<file path="config.mk">
export PLATFORM = sky130hd
export DESIGN_NAME = vreg_dev_flat
export DESIGN_NICKNAME = d
export VERILOG_FILES = /design/src/logic/vreg_pkg.sv /design/src/logic/vreg_link_if.sv /design/src/logic/vreg_dev.sv /design/src/flat_wrapper.sv
export SDC_FILE = /design/constraint.sdc
export NUM_CORES = 2
export LEC_CHECK = 0
export ABC_AREA = 1
export BUFFER_PORTS_ARGS = -buffer_cell sky130_fd_sc_hd__buf_2
export CAP_MARGIN = 10
export CORE_MARGIN = 8
export CORE_UTILIZATION = 40
export CTS_CLUSTER_SIZE = 16
export DETAILED_ROUTE_END_ITERATION = 7
export PLACE_DENSITY = 0.6
export SYNTH_ARGS = -nofsm -noshare
export SYNTH_HDL_FRONTEND = slang
export SYNTH_SLANG_ARGS = --single-unit
export TNS_END_PERCENT = 10
</file>
<file path="constraint.sdc">
create_clock -name clk_sys_i -period 21.9 [get_ports clk_sys_i]
set_input_delay 1.095 -clock clk_sys_i [delete_from_list [all_inputs] [get_ports clk_sys_i]]
set_output_delay 1.095 -clock clk_sys_i [all_outputs]
set_load 0.005 [all_outputs]
</file>
<file path="src/logic/vreg_pkg.sv">
package vreg_pkg;
	// link command byte: bit 7 read, bit 6 broadcast, bits 5:0 command code
	localparam int CMD_RD_BIT = 7;
	localparam int CMD_BC_BIT = 6;
	localparam logic [5:0] CMD_OPERATION = 6'h01;
	localparam logic [5:0] CMD_ON_OFF_CONFIG = 6'h02;
	localparam logic [5:0] CMD_VOUT_COMMAND = 6'h21;
	localparam logic [5:0] CMD_VOUT_TRIM = 6'h22;
	localparam logic [5:0] CMD_VOUT_MAX = 6'h24;
	localparam logic [5:0] CMD_VOUT_MARGIN_HIGH = 6'h25;
	localparam logic [5:0] CMD_VOUT_MARGIN_LOW = 6'h26;
	localparam logic [5:0] CMD_TUNE_CONFIG = 6'h30;
	localparam logic [5:0] CMD_TUNE_TRIGGER = 6'h31;
	localparam logic [5:0] CMD_TUNE_GAIN = 6'h32;
	localparam logic [5:0] CMD_BOOST_CONFIG = 6'h33;
	localparam logic [5:0] CMD_STATUS = 6'h34;
	localparam logic [5:0] CMD_STRAP_NOMINAL = 6'h35;
	localparam logic [5:0] CMD_TUNE_COEF = 6'h36;
	localparam int FRAME_BITS = 24;
	localparam int HDR_BITS = 8;
	// field positions
	localparam int OP_ON_BIT = 7;
	localparam int OP_MRG_LSB = 4;
	localparam logic [1:0] MRG_LOW = 2'h1;
	localparam logic [1:0] MRG_HIGH = 2'h2;
	localparam int ONOFF_POL_BIT = 2;
	localparam logic [1:0] SRC_PIN = 2'h0;
	localparam logic [1:0] SRC_OPER = 2'h1;
	localparam logic [1:0] SRC_BOTH = 2'h2;
	localparam logic [1:0] SRC_ALWAYS = 2'h3;
	localparam int TCFG_POWERUP_BIT = 2;
	localparam logic [1:0] TUNE_OFF = 2'h0;
	localparam logic [1:0] TUNE_ONCE = 2'h1;
	localparam logic [1:0] TUNE_SEC = 2'h2;
	localparam logic [1:0] TUNE_MIN = 2'h3;
	// reset values and gain limits
	localparam logic [7:0] OPER_RST = 8'h00;
	localparam logic [2:0] ONOFF_RST = 3'h4;
	localparam logic [2:0] TCFG_RST = 3'h1;
	localparam logic [7:0] GAIN_RST = 8'h32;
	localparam logic [7:0] GAIN_MIN = 8'h0a;
	localparam logic [7:0] GAIN_MAX = 8'h64;
	localparam logic [15:0] BOOST_RST = 16'h0123;
	localparam logic [15:0] VMAX_RST = 16'hffff;
	// strap voltages in mV and strap code ranges
	localparam logic [15:0] STRAP_SHORT_MV = 16'h0258;
	localparam logic [15:0] STRAP_OPEN_MV = 16'h04b0;
	localparam logic [15:0] STRAP_STEP_LO = 16'h0032;
	localparam logic [15:0] STRAP_STEP_HI = 16'h0064;
	localparam logic [15:0] STRAP_HI_BASE = 16'h0578;
	localparam logic [4:0] STRAP_LAST_FINE = 5'h0f;
	localparam logic [4:0] STRAP_LAST = 5'h14;
	// percent scaling
	localparam logic [7:0] PCT_CEIL = 8'h6e;
	localparam logic [7:0] PCT_MHI = 8'h69;
	localparam logic [7:0] PCT_MLO = 8'h5f;
	localparam logic [7:0] PCT_FULL = 8'h64;
	// timing
	localparam longint CLK_HZ = 50_000_000;
	localparam longint TUNE_TIME_MS = 100;
	localparam longint TUNE_SEC_S = 1;
	localparam longint TUNE_MIN_S = 60;
	localparam longint INIT_TIME_US = 1000;
	localparam longint PG_DELAY_US = 1000;
	localparam logic [31:0] TUNE_CYC = 32'(TUNE_TIME_MS * CLK_HZ / 1000);
	localparam logic [31:0] SEC_CYC = 32'(TUNE_SEC_S * CLK_HZ);
	localparam logic [31:0] MIN_CYC = 32'(TUNE_MIN_S * CLK_HZ);
	localparam logic [31:0] INIT_CYC = 32'(INIT_TIME_US * CLK_HZ / 1000000);
	localparam logic [31:0] PGD_CYC = 32'(PG_DELAY_US * CLK_HZ / 1000000);
	localparam logic [3:0] LINK_HALF_CYC = 4'h8;
endpackage : vreg_pkg

</file>
<file path="src/logic/vreg_link_if.sv">
`timescale 1ns/1ns
interface vreg_link_if;
	logic link_clk;
	logic link_sel_n;
	logic link_mosi;
	logic link_miso;
	modport host (output link_clk, output link_sel_n, output link_mosi, input link_miso);
	modport dev (input link_clk, input link_sel_n, input link_mosi, output link_miso);
endinterface : vreg_link_if

</file>
<file path="src/logic/vreg_dev.sv">
`timescale 1ns/1ns
module vreg_dev
	import vreg_pkg::*;
#(
	parameter logic [31:0] TUNE_CYCLES = TUNE_CYC,
	parameter logic [31:0] SEC_CYCLES = SEC_CYC,
	parameter logic [31:0] MIN_CYCLES = MIN_CYC,
	parameter logic [31:0] INIT_CYCLES = INIT_CYC,
	parameter logic [31:0] PGD_CYCLES = PGD_CYC
) (
	input wire logic clk_sys_i,
	input wire logic resetn_i,
	vreg_link_if.dev link,
	input wire logic en_pin_i,
	input wire logic [4:0] strap_code_i,
	input wire logic ramp_done_i,
	input wire logic [15:0] coef_raw_i,
	output logic init_done_o,
	output logic out_en_o,
	output logic output_good_pin_o,
	output logic [15:0] vout_target_o,
	output logic [15:0] coef_o,
	output logic [15:0] nonlinear_transient_boost_o,
	output logic tune_busy_o
);
	typedef enum logic [4:0] {
		S_OFF = 5'b00001, S_RAMP = 5'b00010, S_TUNE = 5'b00100, S_PGDLY = 5'b01000, S_ON = 5'b10000
	} out_st_t;
	typedef struct packed {
		logic [4:0] s1;
		logic [4:0] s2;
		logic [4:0] strap_s1;
		logic [4:0] strap_s2;
		logic lclk_prev;
		logic [4:0] bitn;
		logic [23:0] rx;
		logic [15:0] tx;
		logic miso;
		logic init_done;
		logic [31:0] init_cnt;
		logic [15:0] nom;
		logic [15:0] ceil_mv;
		logic [15:0] vcmd;
		logic [15:0] mhi;
		logic [15:0] mlo;
		logic [15:0] vmax;
		logic [15:0] trim;
		logic [7:0] oper;
		logic [2:0] onoff;
		logic [2:0] tcfg;
		logic [7:0] gain;
		logic [15:0] boost;
		out_st_t st;
		logic [31:0] cnt;
		logic [31:0] per;
		logic tbusy;
		logic [31:0] tcnt;
		logic have_coef;
		logic [15:0] coef;
		logic out_en;
		logic pg;
		logic [15:0] vout;
	} dev_state_t;
	dev_state_t q, d;

	function automatic logic [15:0] scale_mv(input logic [15:0] v, input logic [7:0] num, input logic [7:0] den);
		logic [23:0] p;
		p = 24'(v) * 24'(num);
		return 16'(p / 24'(den));
	endfunction : scale_mv

	function automatic logic [15:0] strap_mv(input logic [4:0] idx);
		logic [15:0] r;
		if (idx == 5'h0) begin
			r = STRAP_SHORT_MV;
		end else if (idx <= STRAP_LAST_FINE) begin
			r = STRAP_SHORT_MV + 16'(idx - 5'h1) * STRAP_STEP_LO;
		end else if (idx <= STRAP_LAST) begin
			r = STRAP_HI_BASE + 16'(idx - 5'h10) * STRAP_STEP_HI;
		end else begin
			r = STRAP_OPEN_MV;
		end
		return r;
	endfunction : strap_mv

	assign link.link_miso = q.miso;
	assign init_done_o = q.init_done;
	assign out_en_o = q.out_en;
	assign output_good_pin_o = q.pg;
	assign vout_target_o = q.vout;
	assign coef_o = q.coef;
	assign nonlinear_transient_boost_o = q.boost;
	assign tune_busy_o = q.tbusy;

	logic lclk, sel_n, mosi, pin, ramp_done, rise, fall, wr, pin_on, en, start, tdone, msel;
	logic [23:0] rx_new;
	logic [7:0] hdr;
	logic [15:0] base, lim, rd_val;
	logic [16:0] sum;
	logic [31:0] per_lim;

	always_comb begin
		d = q;
		d.s1 = {ramp_done_i, en_pin_i, link.link_mosi, link.link_sel_n, link.link_clk};
		d.s2 = q.s1;
		// strap is a pin: two flops before the decoder reads it
		d.strap_s1 = strap_code_i;
		d.strap_s2 = q.strap_s1;
		{ramp_done, pin, mosi, sel_n, lclk} = q.s2;
		d.lclk_prev = lclk;
		rise = lclk && !q.lclk_prev;
		fall = !lclk && q.lclk_prev;
		rx_new = {q.rx[22:0], mosi};
		hdr = rx_new[23:16];
		wr = 1'b0;
		start = 1'b0;
		tdone = 1'b0;
		// link receive and read-back shift
		if (sel_n) begin
			d.bitn = 5'h0;
			d.miso = 1'b0;
		end else if (rise) begin
			d.rx = rx_new;
			d.bitn = q.bitn + 5'h1;
			if (q.bitn == 5'(FRAME_BITS - 1) && !hdr[CMD_RD_BIT]) begin
				wr = 1'b1;
			end
		end else if (fall && q.bitn >= 5'(HDR_BITS) && q.rx[q.bitn - 5'h1]) begin
			// the read flag entered first, so it sits bitn-1 places up the shifter
			d.miso = q.tx[15];
			d.tx = {q.tx[14:0], 1'b0};
		end
		unique case (rx_new[5:0])
			CMD_OPERATION: rd_val = {8'h00, q.oper};
			CMD_ON_OFF_CONFIG: rd_val = {13'h0, q.onoff};
			CMD_VOUT_COMMAND: rd_val = q.vcmd;
			CMD_VOUT_TRIM: rd_val = q.trim;
			CMD_VOUT_MAX: rd_val = q.vmax;
			CMD_VOUT_MARGIN_HIGH: rd_val = q.mhi;
			CMD_VOUT_MARGIN_LOW: rd_val = q.mlo;
			CMD_TUNE_CONFIG: rd_val = {13'h0, q.tcfg};
			CMD_TUNE_GAIN: rd_val = {8'h00, q.gain};
			CMD_BOOST_CONFIG: rd_val = q.boost;
			CMD_STATUS: rd_val = {8'h00, q.have_coef, q.tbusy, q.pg, q.st};
			CMD_STRAP_NOMINAL: rd_val = q.nom;
			CMD_TUNE_COEF: rd_val = q.coef;
			default: rd_val = 16'h0000;
		endcase
		// header just complete and marked read: capture the answer word
		if (!sel_n && rise && q.bitn == 5'(HDR_BITS - 1) && rx_new[CMD_RD_BIT]) begin
			d.tx = rd_val;
		end
		// initialization: strap caught once, never again until resetn_i is asserted
		if (!q.init_done) begin
			d.init_cnt = q.init_cnt + 32'h1;
			if (q.init_cnt == INIT_CYCLES - 32'h1) begin
				d.init_done = 1'b1;
				d.nom = strap_mv(q.strap_s2);
				d.ceil_mv = scale_mv(d.nom, PCT_CEIL, PCT_FULL);
				d.vcmd = d.nom;
				d.mhi = scale_mv(d.nom, PCT_MHI, PCT_FULL);
				d.mlo = scale_mv(d.nom, PCT_MLO, PCT_FULL);
			end
		end
		if (wr) begin
			unique case (hdr[5:0])
				CMD_OPERATION: begin
					// broadcast margining is not honoured in pin-only mode
					if (!(hdr[CMD_BC_BIT] && q.onoff[1:0] == SRC_PIN)) begin
						d.oper = rx_new[7:0];
					end
				end
				CMD_ON_OFF_CONFIG: d.onoff = rx_new[2:0];
				CMD_VOUT_COMMAND: d.vcmd = rx_new[15:0];
				CMD_VOUT_TRIM: d.trim = rx_new[15:0];
				CMD_VOUT_MAX: d.vmax = rx_new[15:0];
				CMD_VOUT_MARGIN_HIGH: d.mhi = rx_new[15:0];
				CMD_VOUT_MARGIN_LOW: d.mlo = rx_new[15:0];
				CMD_TUNE_CONFIG: d.tcfg = rx_new[2:0];
				CMD_TUNE_TRIGGER: start = 1'b1;
				CMD_TUNE_GAIN: begin
					// out-of-range gain is pinned to the nearest end
					if (rx_new[7:0] < GAIN_MIN) begin
						d.gain = GAIN_MIN;
					end else if (rx_new[7:0] > GAIN_MAX) begin
						d.gain = GAIN_MAX;
					end else begin
						d.gain = rx_new[7:0];
					end
				end
				CMD_BOOST_CONFIG: d.boost = rx_new[15:0];
				default: ;
			endcase
		end
		// enable source and pin polarity
		pin_on = q.onoff[ONOFF_POL_BIT] ? pin : !pin;
		unique case (q.onoff[1:0])
			SRC_PIN: en = pin_on;
			SRC_OPER: en = q.oper[OP_ON_BIT];
			SRC_BOTH: en = pin_on && q.oper[OP_ON_BIT];
			SRC_ALWAYS: en = 1'b1;
		endcase
		en = en && q.init_done;
		// output sequencing
		per_lim = (q.tcfg[1:0] == TUNE_MIN) ? MIN_CYCLES : SEC_CYCLES;
		d.cnt = 32'h0;
		d.per = 32'h0;
		if (!en) begin
			d.st = S_OFF;
			d.out_en = 1'b0;
			d.pg = 1'b0;
		end else begin
			unique case (q.st)
				S_OFF: begin
					d.out_en = 1'b1;
					d.st = S_RAMP;
				end
				S_RAMP: begin
					if (ramp_done) begin
						if (q.tcfg[1:0] == TUNE_OFF) begin
							d.st = S_PGDLY;
						end else if (q.tcfg[TCFG_POWERUP_BIT] && q.have_coef) begin
							d.st = S_ON; // held coefficients reused
							d.pg = 1'b1;
						end else begin
							start = 1'b1;
							d.st = S_TUNE;
						end
					end
				end
				S_TUNE: begin
					if (q.tbusy && q.tcnt == TUNE_CYCLES - 32'h1) begin
						d.st = S_ON;
						d.pg = 1'b1;
					end
				end
				S_PGDLY: begin
					d.cnt = q.cnt + 32'h1;
					if (q.cnt == PGD_CYCLES - 32'h1) begin
						d.st = S_ON;
						d.pg = 1'b1;
					end
				end
				S_ON: begin
					// period timer only runs while regulating and restarts per enable
					if ((q.tcfg[1:0] == TUNE_SEC || q.tcfg[1:0] == TUNE_MIN) && !q.tbusy) begin
						d.per = q.per + 32'h1;
						if (q.per == per_lim - 32'h1) begin
							d.per = 32'h0;
							start = 1'b1;
						end
					end
				end
			endcase
		end
		// tuning engine; a trigger during a run is absorbed by that run
		if (q.tbusy) begin
			d.tcnt = q.tcnt + 32'h1;
			if (q.tcnt == TUNE_CYCLES - 32'h1) begin
				tdone = 1'b1;
				d.tbusy = 1'b0;
				d.have_coef = 1'b1;
				d.coef = scale_mv(coef_raw_i, q.gain, PCT_FULL);
			end
		end else if (start) begin
			d.tbusy = 1'b1;
			d.tcnt = 32'h0;
		end
		// setpoint: margin or command, plus trim, then clamp
		msel = 1'b1;
		unique case (q.oper[OP_MRG_LSB+:2])
			MRG_HIGH: base = q.mhi;
			MRG_LOW: base = q.mlo;
			default: begin
				base = q.vcmd;
				msel = 1'b0;
			end
		endcase
		sum = {1'b0, base} + {q.trim[15], q.trim};
		if (sum[16]) begin
			sum = 17'h0;
		end
		lim = (q.vmax < q.ceil_mv) ? q.vmax : q.ceil_mv;
		d.vout = (sum[15:0] > lim) ? lim : sum[15:0];
	end

	always_ff @(posedge clk_sys_i) begin
		if (!resetn_i) begin
			// synchronised select resets to its idle (deselected) level
			q <= '{s1: 5'h02, s2: 5'h02, strap_s1: 5'h0, strap_s2: 5'h0, lclk_prev: 1'b0, bitn: 5'h0, rx: 24'h0,
				tx: 16'h0, miso: 1'b0,
				init_done: 1'b0, init_cnt: 32'h0, nom: 16'h0, ceil_mv: 16'h0, vcmd: 16'h0, mhi: 16'h0,
				mlo: 16'h0, vmax: VMAX_RST, trim: 16'h0, oper: OPER_RST,
				onoff: ONOFF_RST,
				tcfg: TCFG_RST, gain: GAIN_RST, boost: BOOST_RST, st: S_OFF, cnt: 32'h0, per: 32'h0,
				tbusy: 1'b0, tcnt: 32'h0, have_coef: 1'b0, coef: 16'h0, out_en: 1'b0, pg: 1'b0, vout: 16'h0};
		end else begin
			q <= d;
		end
	end
endmodule : vreg_dev

</file>
<file path="src/flat_wrapper.sv">
// flat-port wrapper written by rule: the top's interface ports become plain ports
module vreg_dev_flat import vreg_pkg::*;
#(
	parameter logic [31:0] TUNE_CYCLES = TUNE_CYC,
	parameter logic [31:0] SEC_CYCLES = SEC_CYC,
	parameter logic [31:0] MIN_CYCLES = MIN_CYC,
	parameter logic [31:0] INIT_CYCLES = INIT_CYC,
	parameter logic [31:0] PGD_CYCLES = PGD_CYC
)
  (clk_sys_i, resetn_i, en_pin_i, strap_code_i, ramp_done_i, coef_raw_i, init_done_o, out_en_o, output_good_pin_o, vout_target_o, coef_o, nonlinear_transient_boost_o, tune_busy_o, link_link_clk, link_link_sel_n, link_link_mosi, link_link_miso);
  vreg_link_if link_i ();
  input wire logic clk_sys_i;
  input wire logic resetn_i;
  input wire logic en_pin_i;
  input wire logic [4:0] strap_code_i;
  input wire logic ramp_done_i;
  input wire logic [15:0] coef_raw_i;
  output logic init_done_o;
  output logic out_en_o;
  output logic output_good_pin_o;
  output logic [15:0] vout_target_o;
  output logic [15:0] coef_o;
  output logic [15:0] nonlinear_transient_boost_o;
  output logic tune_busy_o;
  input wire logic [$bits(link_i.link_clk)-1:0] link_link_clk;
  input wire logic [$bits(link_i.link_sel_n)-1:0] link_link_sel_n;
  input wire logic [$bits(link_i.link_mosi)-1:0] link_link_mosi;
  output wire logic [$bits(link_i.link_miso)-1:0] link_link_miso;
  assign link_i.link_clk = link_link_clk;
  assign link_i.link_sel_n = link_link_sel_n;
  assign link_i.link_mosi = link_link_mosi;
  assign link_link_miso = link_i.link_miso;
  vreg_dev #(.TUNE_CYCLES(TUNE_CYCLES), .SEC_CYCLES(SEC_CYCLES), .MIN_CYCLES(MIN_CYCLES), .INIT_CYCLES(INIT_CYCLES), .PGD_CYCLES(PGD_CYCLES)) u_core (.clk_sys_i(clk_sys_i), .resetn_i(resetn_i), .link(link_i), .en_pin_i(en_pin_i), .strap_code_i(strap_code_i), .ramp_done_i(ramp_done_i), .coef_raw_i(coef_raw_i), .init_done_o(init_done_o), .out_en_o(out_en_o), .output_good_pin_o(output_good_pin_o), .vout_target_o(vout_target_o), .coef_o(coef_o), .nonlinear_transient_boost_o(nonlinear_transient_boost_o), .tune_busy_o(tune_busy_o));
endmodule
</file>
==> reports/qor.csv <==
metric,value,unit
outcome,"finished, final reports clean",
required,22.45,ns
worstSetupStartpointType,register,
cts_root_buf,clkbuf_16,
dp_worst_setup_slack,-1.91,ns
hold_slack,0.416,ns
drt_iter0_markers,5298,
synth_seq_cells,386,
design_area,69800,sq um
ys_types,88,
grt_usage,23.8,%
cp.arrival,22.31,ns
route.detailed.drc,0,
end_kind,register,
multi_input_area,46500,sq um
rsz0062_at_grt,true,
setup_slack,0.140,ns
clk_path_buf_depth,3,
detail-route-antenna-nets,0,
worstPathMaxFanout,13,
hold_viol_final,0,
nets,11200,
cts_tree,built,
coreArea,152000,sq um
portBuffers,80,
maxCapViolations,0,
yosys-top-cells-area,"nand2_1, dfxtp_1, inv_1",
place_congestion,0.954,
finalClockSkew,0.0412,ns
maxSlewViolCount,0,
start_util,40.2,%
wl_per_cell,16.3,um
yosysSeqAreaShare,12.7,%
clkSlewWorstSetupHoldPaths,0.06,ns
grt_max_degree,88,
via_count,67400,
die_w,407,um
max_freq,46.0,MHz
setup_tns,0,ns
crit_path_top_delay_cell,fa_1,
final_layout_size_suffix_gt1_share,16.4,%
synth_top_area_share,17.7,%
setup_viol_count_final,0,
synth_common_cells,"nand2_1, inv_1, nor2_1",
worstSetupPathType,register to register,
cts_inserted_buffers,46,
antenna_found_initial,3,
clock_latency,0.63,ns
synth_most_common_cell,nand2_1,
worst_pin_slew,1.19,ns
seq_area,7730,sq um
synthArstFlopShare,0,%
grt_remaining_overflow,0,
synth_enable_flop_cells,0,
via_per_inst,5.28,
fin_crit,21.76,ns
io_pins,81,
die_h,407,um
clkSinkCount,386,
critical_path.max_stage_delay,0.50,ns
drt_wl_total,207,mm
syn_area,61000,sq um
grt_pass1_vias,62300,
antenna_cells,0,
first_pass_iters,7,
slew_headroom,21.0,%
die_area,165000,sq um
hpwl,167,mm
synthesis.nets,10800,
synth_warnings,0,
yosys_most_used_dff,dfxtp_1,
htreeDepth,2,
postPlaceCellArea,65500,sq um
synth_cells,10300,
syn2layout_area_growth,14.4,%
n_fill_cell,16200,
rows,143,
yosysTopAreaCell,nand2_1,
avgSynthCellArea,5.94,sq um
worstHoldPathType,register to register,
cp_common_cell,nand2_1,
grt_pass1_wl,328,mm
cts_hold_buffers,0,
min_period_over_period,99.4,%
-- sequential cells by signal (all words and copies together) (netlist names) --
name and cells:
u_core.mosi 1, u_core.pin 1, u_core.vout_target_o 16, u_core.d 11, u_core.nonlinear_transient_boost_o 16, u_core.hdr 8
u_core.output_good_pin_o 1, u_core.link.link_miso 1, u_core.init_done_o 1, u_core.coef_o 16, u_core.out_en_o 1, u_core.q 312
u_core.tune_busy_o 1
-- layout make-up --
class                      instances  share of cell area, %
multi-input combinational       7936                   66.6
tap                             2030                   3.64
sequential                       386                   11.1
timing repair inverter             2                 0.0143
timing repair buffer             684                   7.47
clock inverter                    24                  0.470
inverter                        1641                   8.88
clock buffer                      58                   1.82
-- routing by layer --
| layer | share of wire (%) | global-route usage, % | wire, um | vias to the layer above |
|---|---|---|---|---|
| li1 | - | - | - | 33900 |
| met1 | 45 | 32.2 | 93500 | 31100 |
| met2 | 46 | 39.7 | 94600 | 2052 |
| met3 | 5.9 | 2.44 | 12200 | 370 |
| met4 | 3.5 | 7.42 | 7170 | 0 |
| met5 | 0 | 0 | 0 | - |
-- critical path: cells and delay by family, from the launching register on --
family	cells	cell delay (ns)
compound gates	10	1.32
xor+xnor	2	0.35
fa+ha+maj	9	3.19
buf+inv	33	3.99
flops	1	0.32
simple gates	113	12.49
-- placed cells by master, fill, tap and decap left out, drive strengths merged, types with 6 or more instances in the layout --
| master | n |
|---|---|
| nand2 | 3228 |
| or2 | 24 |
| xnor2 | 78 |
| a211oi | 39 |
| fa | 189 |
| inv | 1617 |
| a31oi | 34 |
| a221oi | 81 |
| a21oi | 470 |
| xor2 | 279 |
| ha | 274 |
| nor3 | 155 |
| o311ai | 7 |
| clkbuf | 61 |
| o31ai | 10 |
| o21bai | 16 |
| dfxtp | 386 |
| nand3 | 997 |
| nor4 | 39 |
| nand4 | 301 |
| nor2 | 1070 |
| a22o | 6 |
| nand3b | 54 |
| buf | 680 |
| bufinv | 6 |
| and2 | 14 |
| clkinv | 40 |
| a21boi | 10 |
| nor3b | 11 |
| a21o | 8 |
| o21a | 15 |
| o21ai | 412 |
| a221o | 16 |
| a22oi | 6 |
| o22ai | 17 |
| o211ai | 41 |
-- worst paths after layout --
path                 startpoint            end  slack (ns)  cells past startpoint
setup / recovery  u_core.q[368]  u_core.q[223]        0.14                    167
hold / removal    u_core.d[371]  u_core.q[371]        0.42                      2
setup reg to reg  u_core.q[368]  u_core.q[223]        0.14                    167
hold reg to reg   u_core.d[371]  u_core.q[371]        0.42                      2
-- repair_timing --
item                                    in CTS  in global routing
cloned                                       8                 12
setup buffers                               57                 62
endpoints found under the setup margin       6                 11
pin swaps                                   46                 88
resized for setup                          114                238
-- metrics by stage --
step                cells  utilization [%]
finish              12800             46.0
global route        12800             46.0
CTS                 12700             44.9
detailed placement  12500             43.2
global placement    12500             43.2
floorplan           10300                -
-- cells by family after synthesis --
group                      Yosys count  share of synthesized area, %
buffers and inverters             1953                          13.8
xor gates and xnor gates           357                          5.17
adders and majority gates          463                          11.8
AOI/OAI and AO/OA                 1217                          12.0
DFF                                386                          12.7
and+or+nand+nor                   5885                          44.5
Power is not shown: default switching activity piles up to over one toggle a cycle in this logic, so the estimate is an artifact.
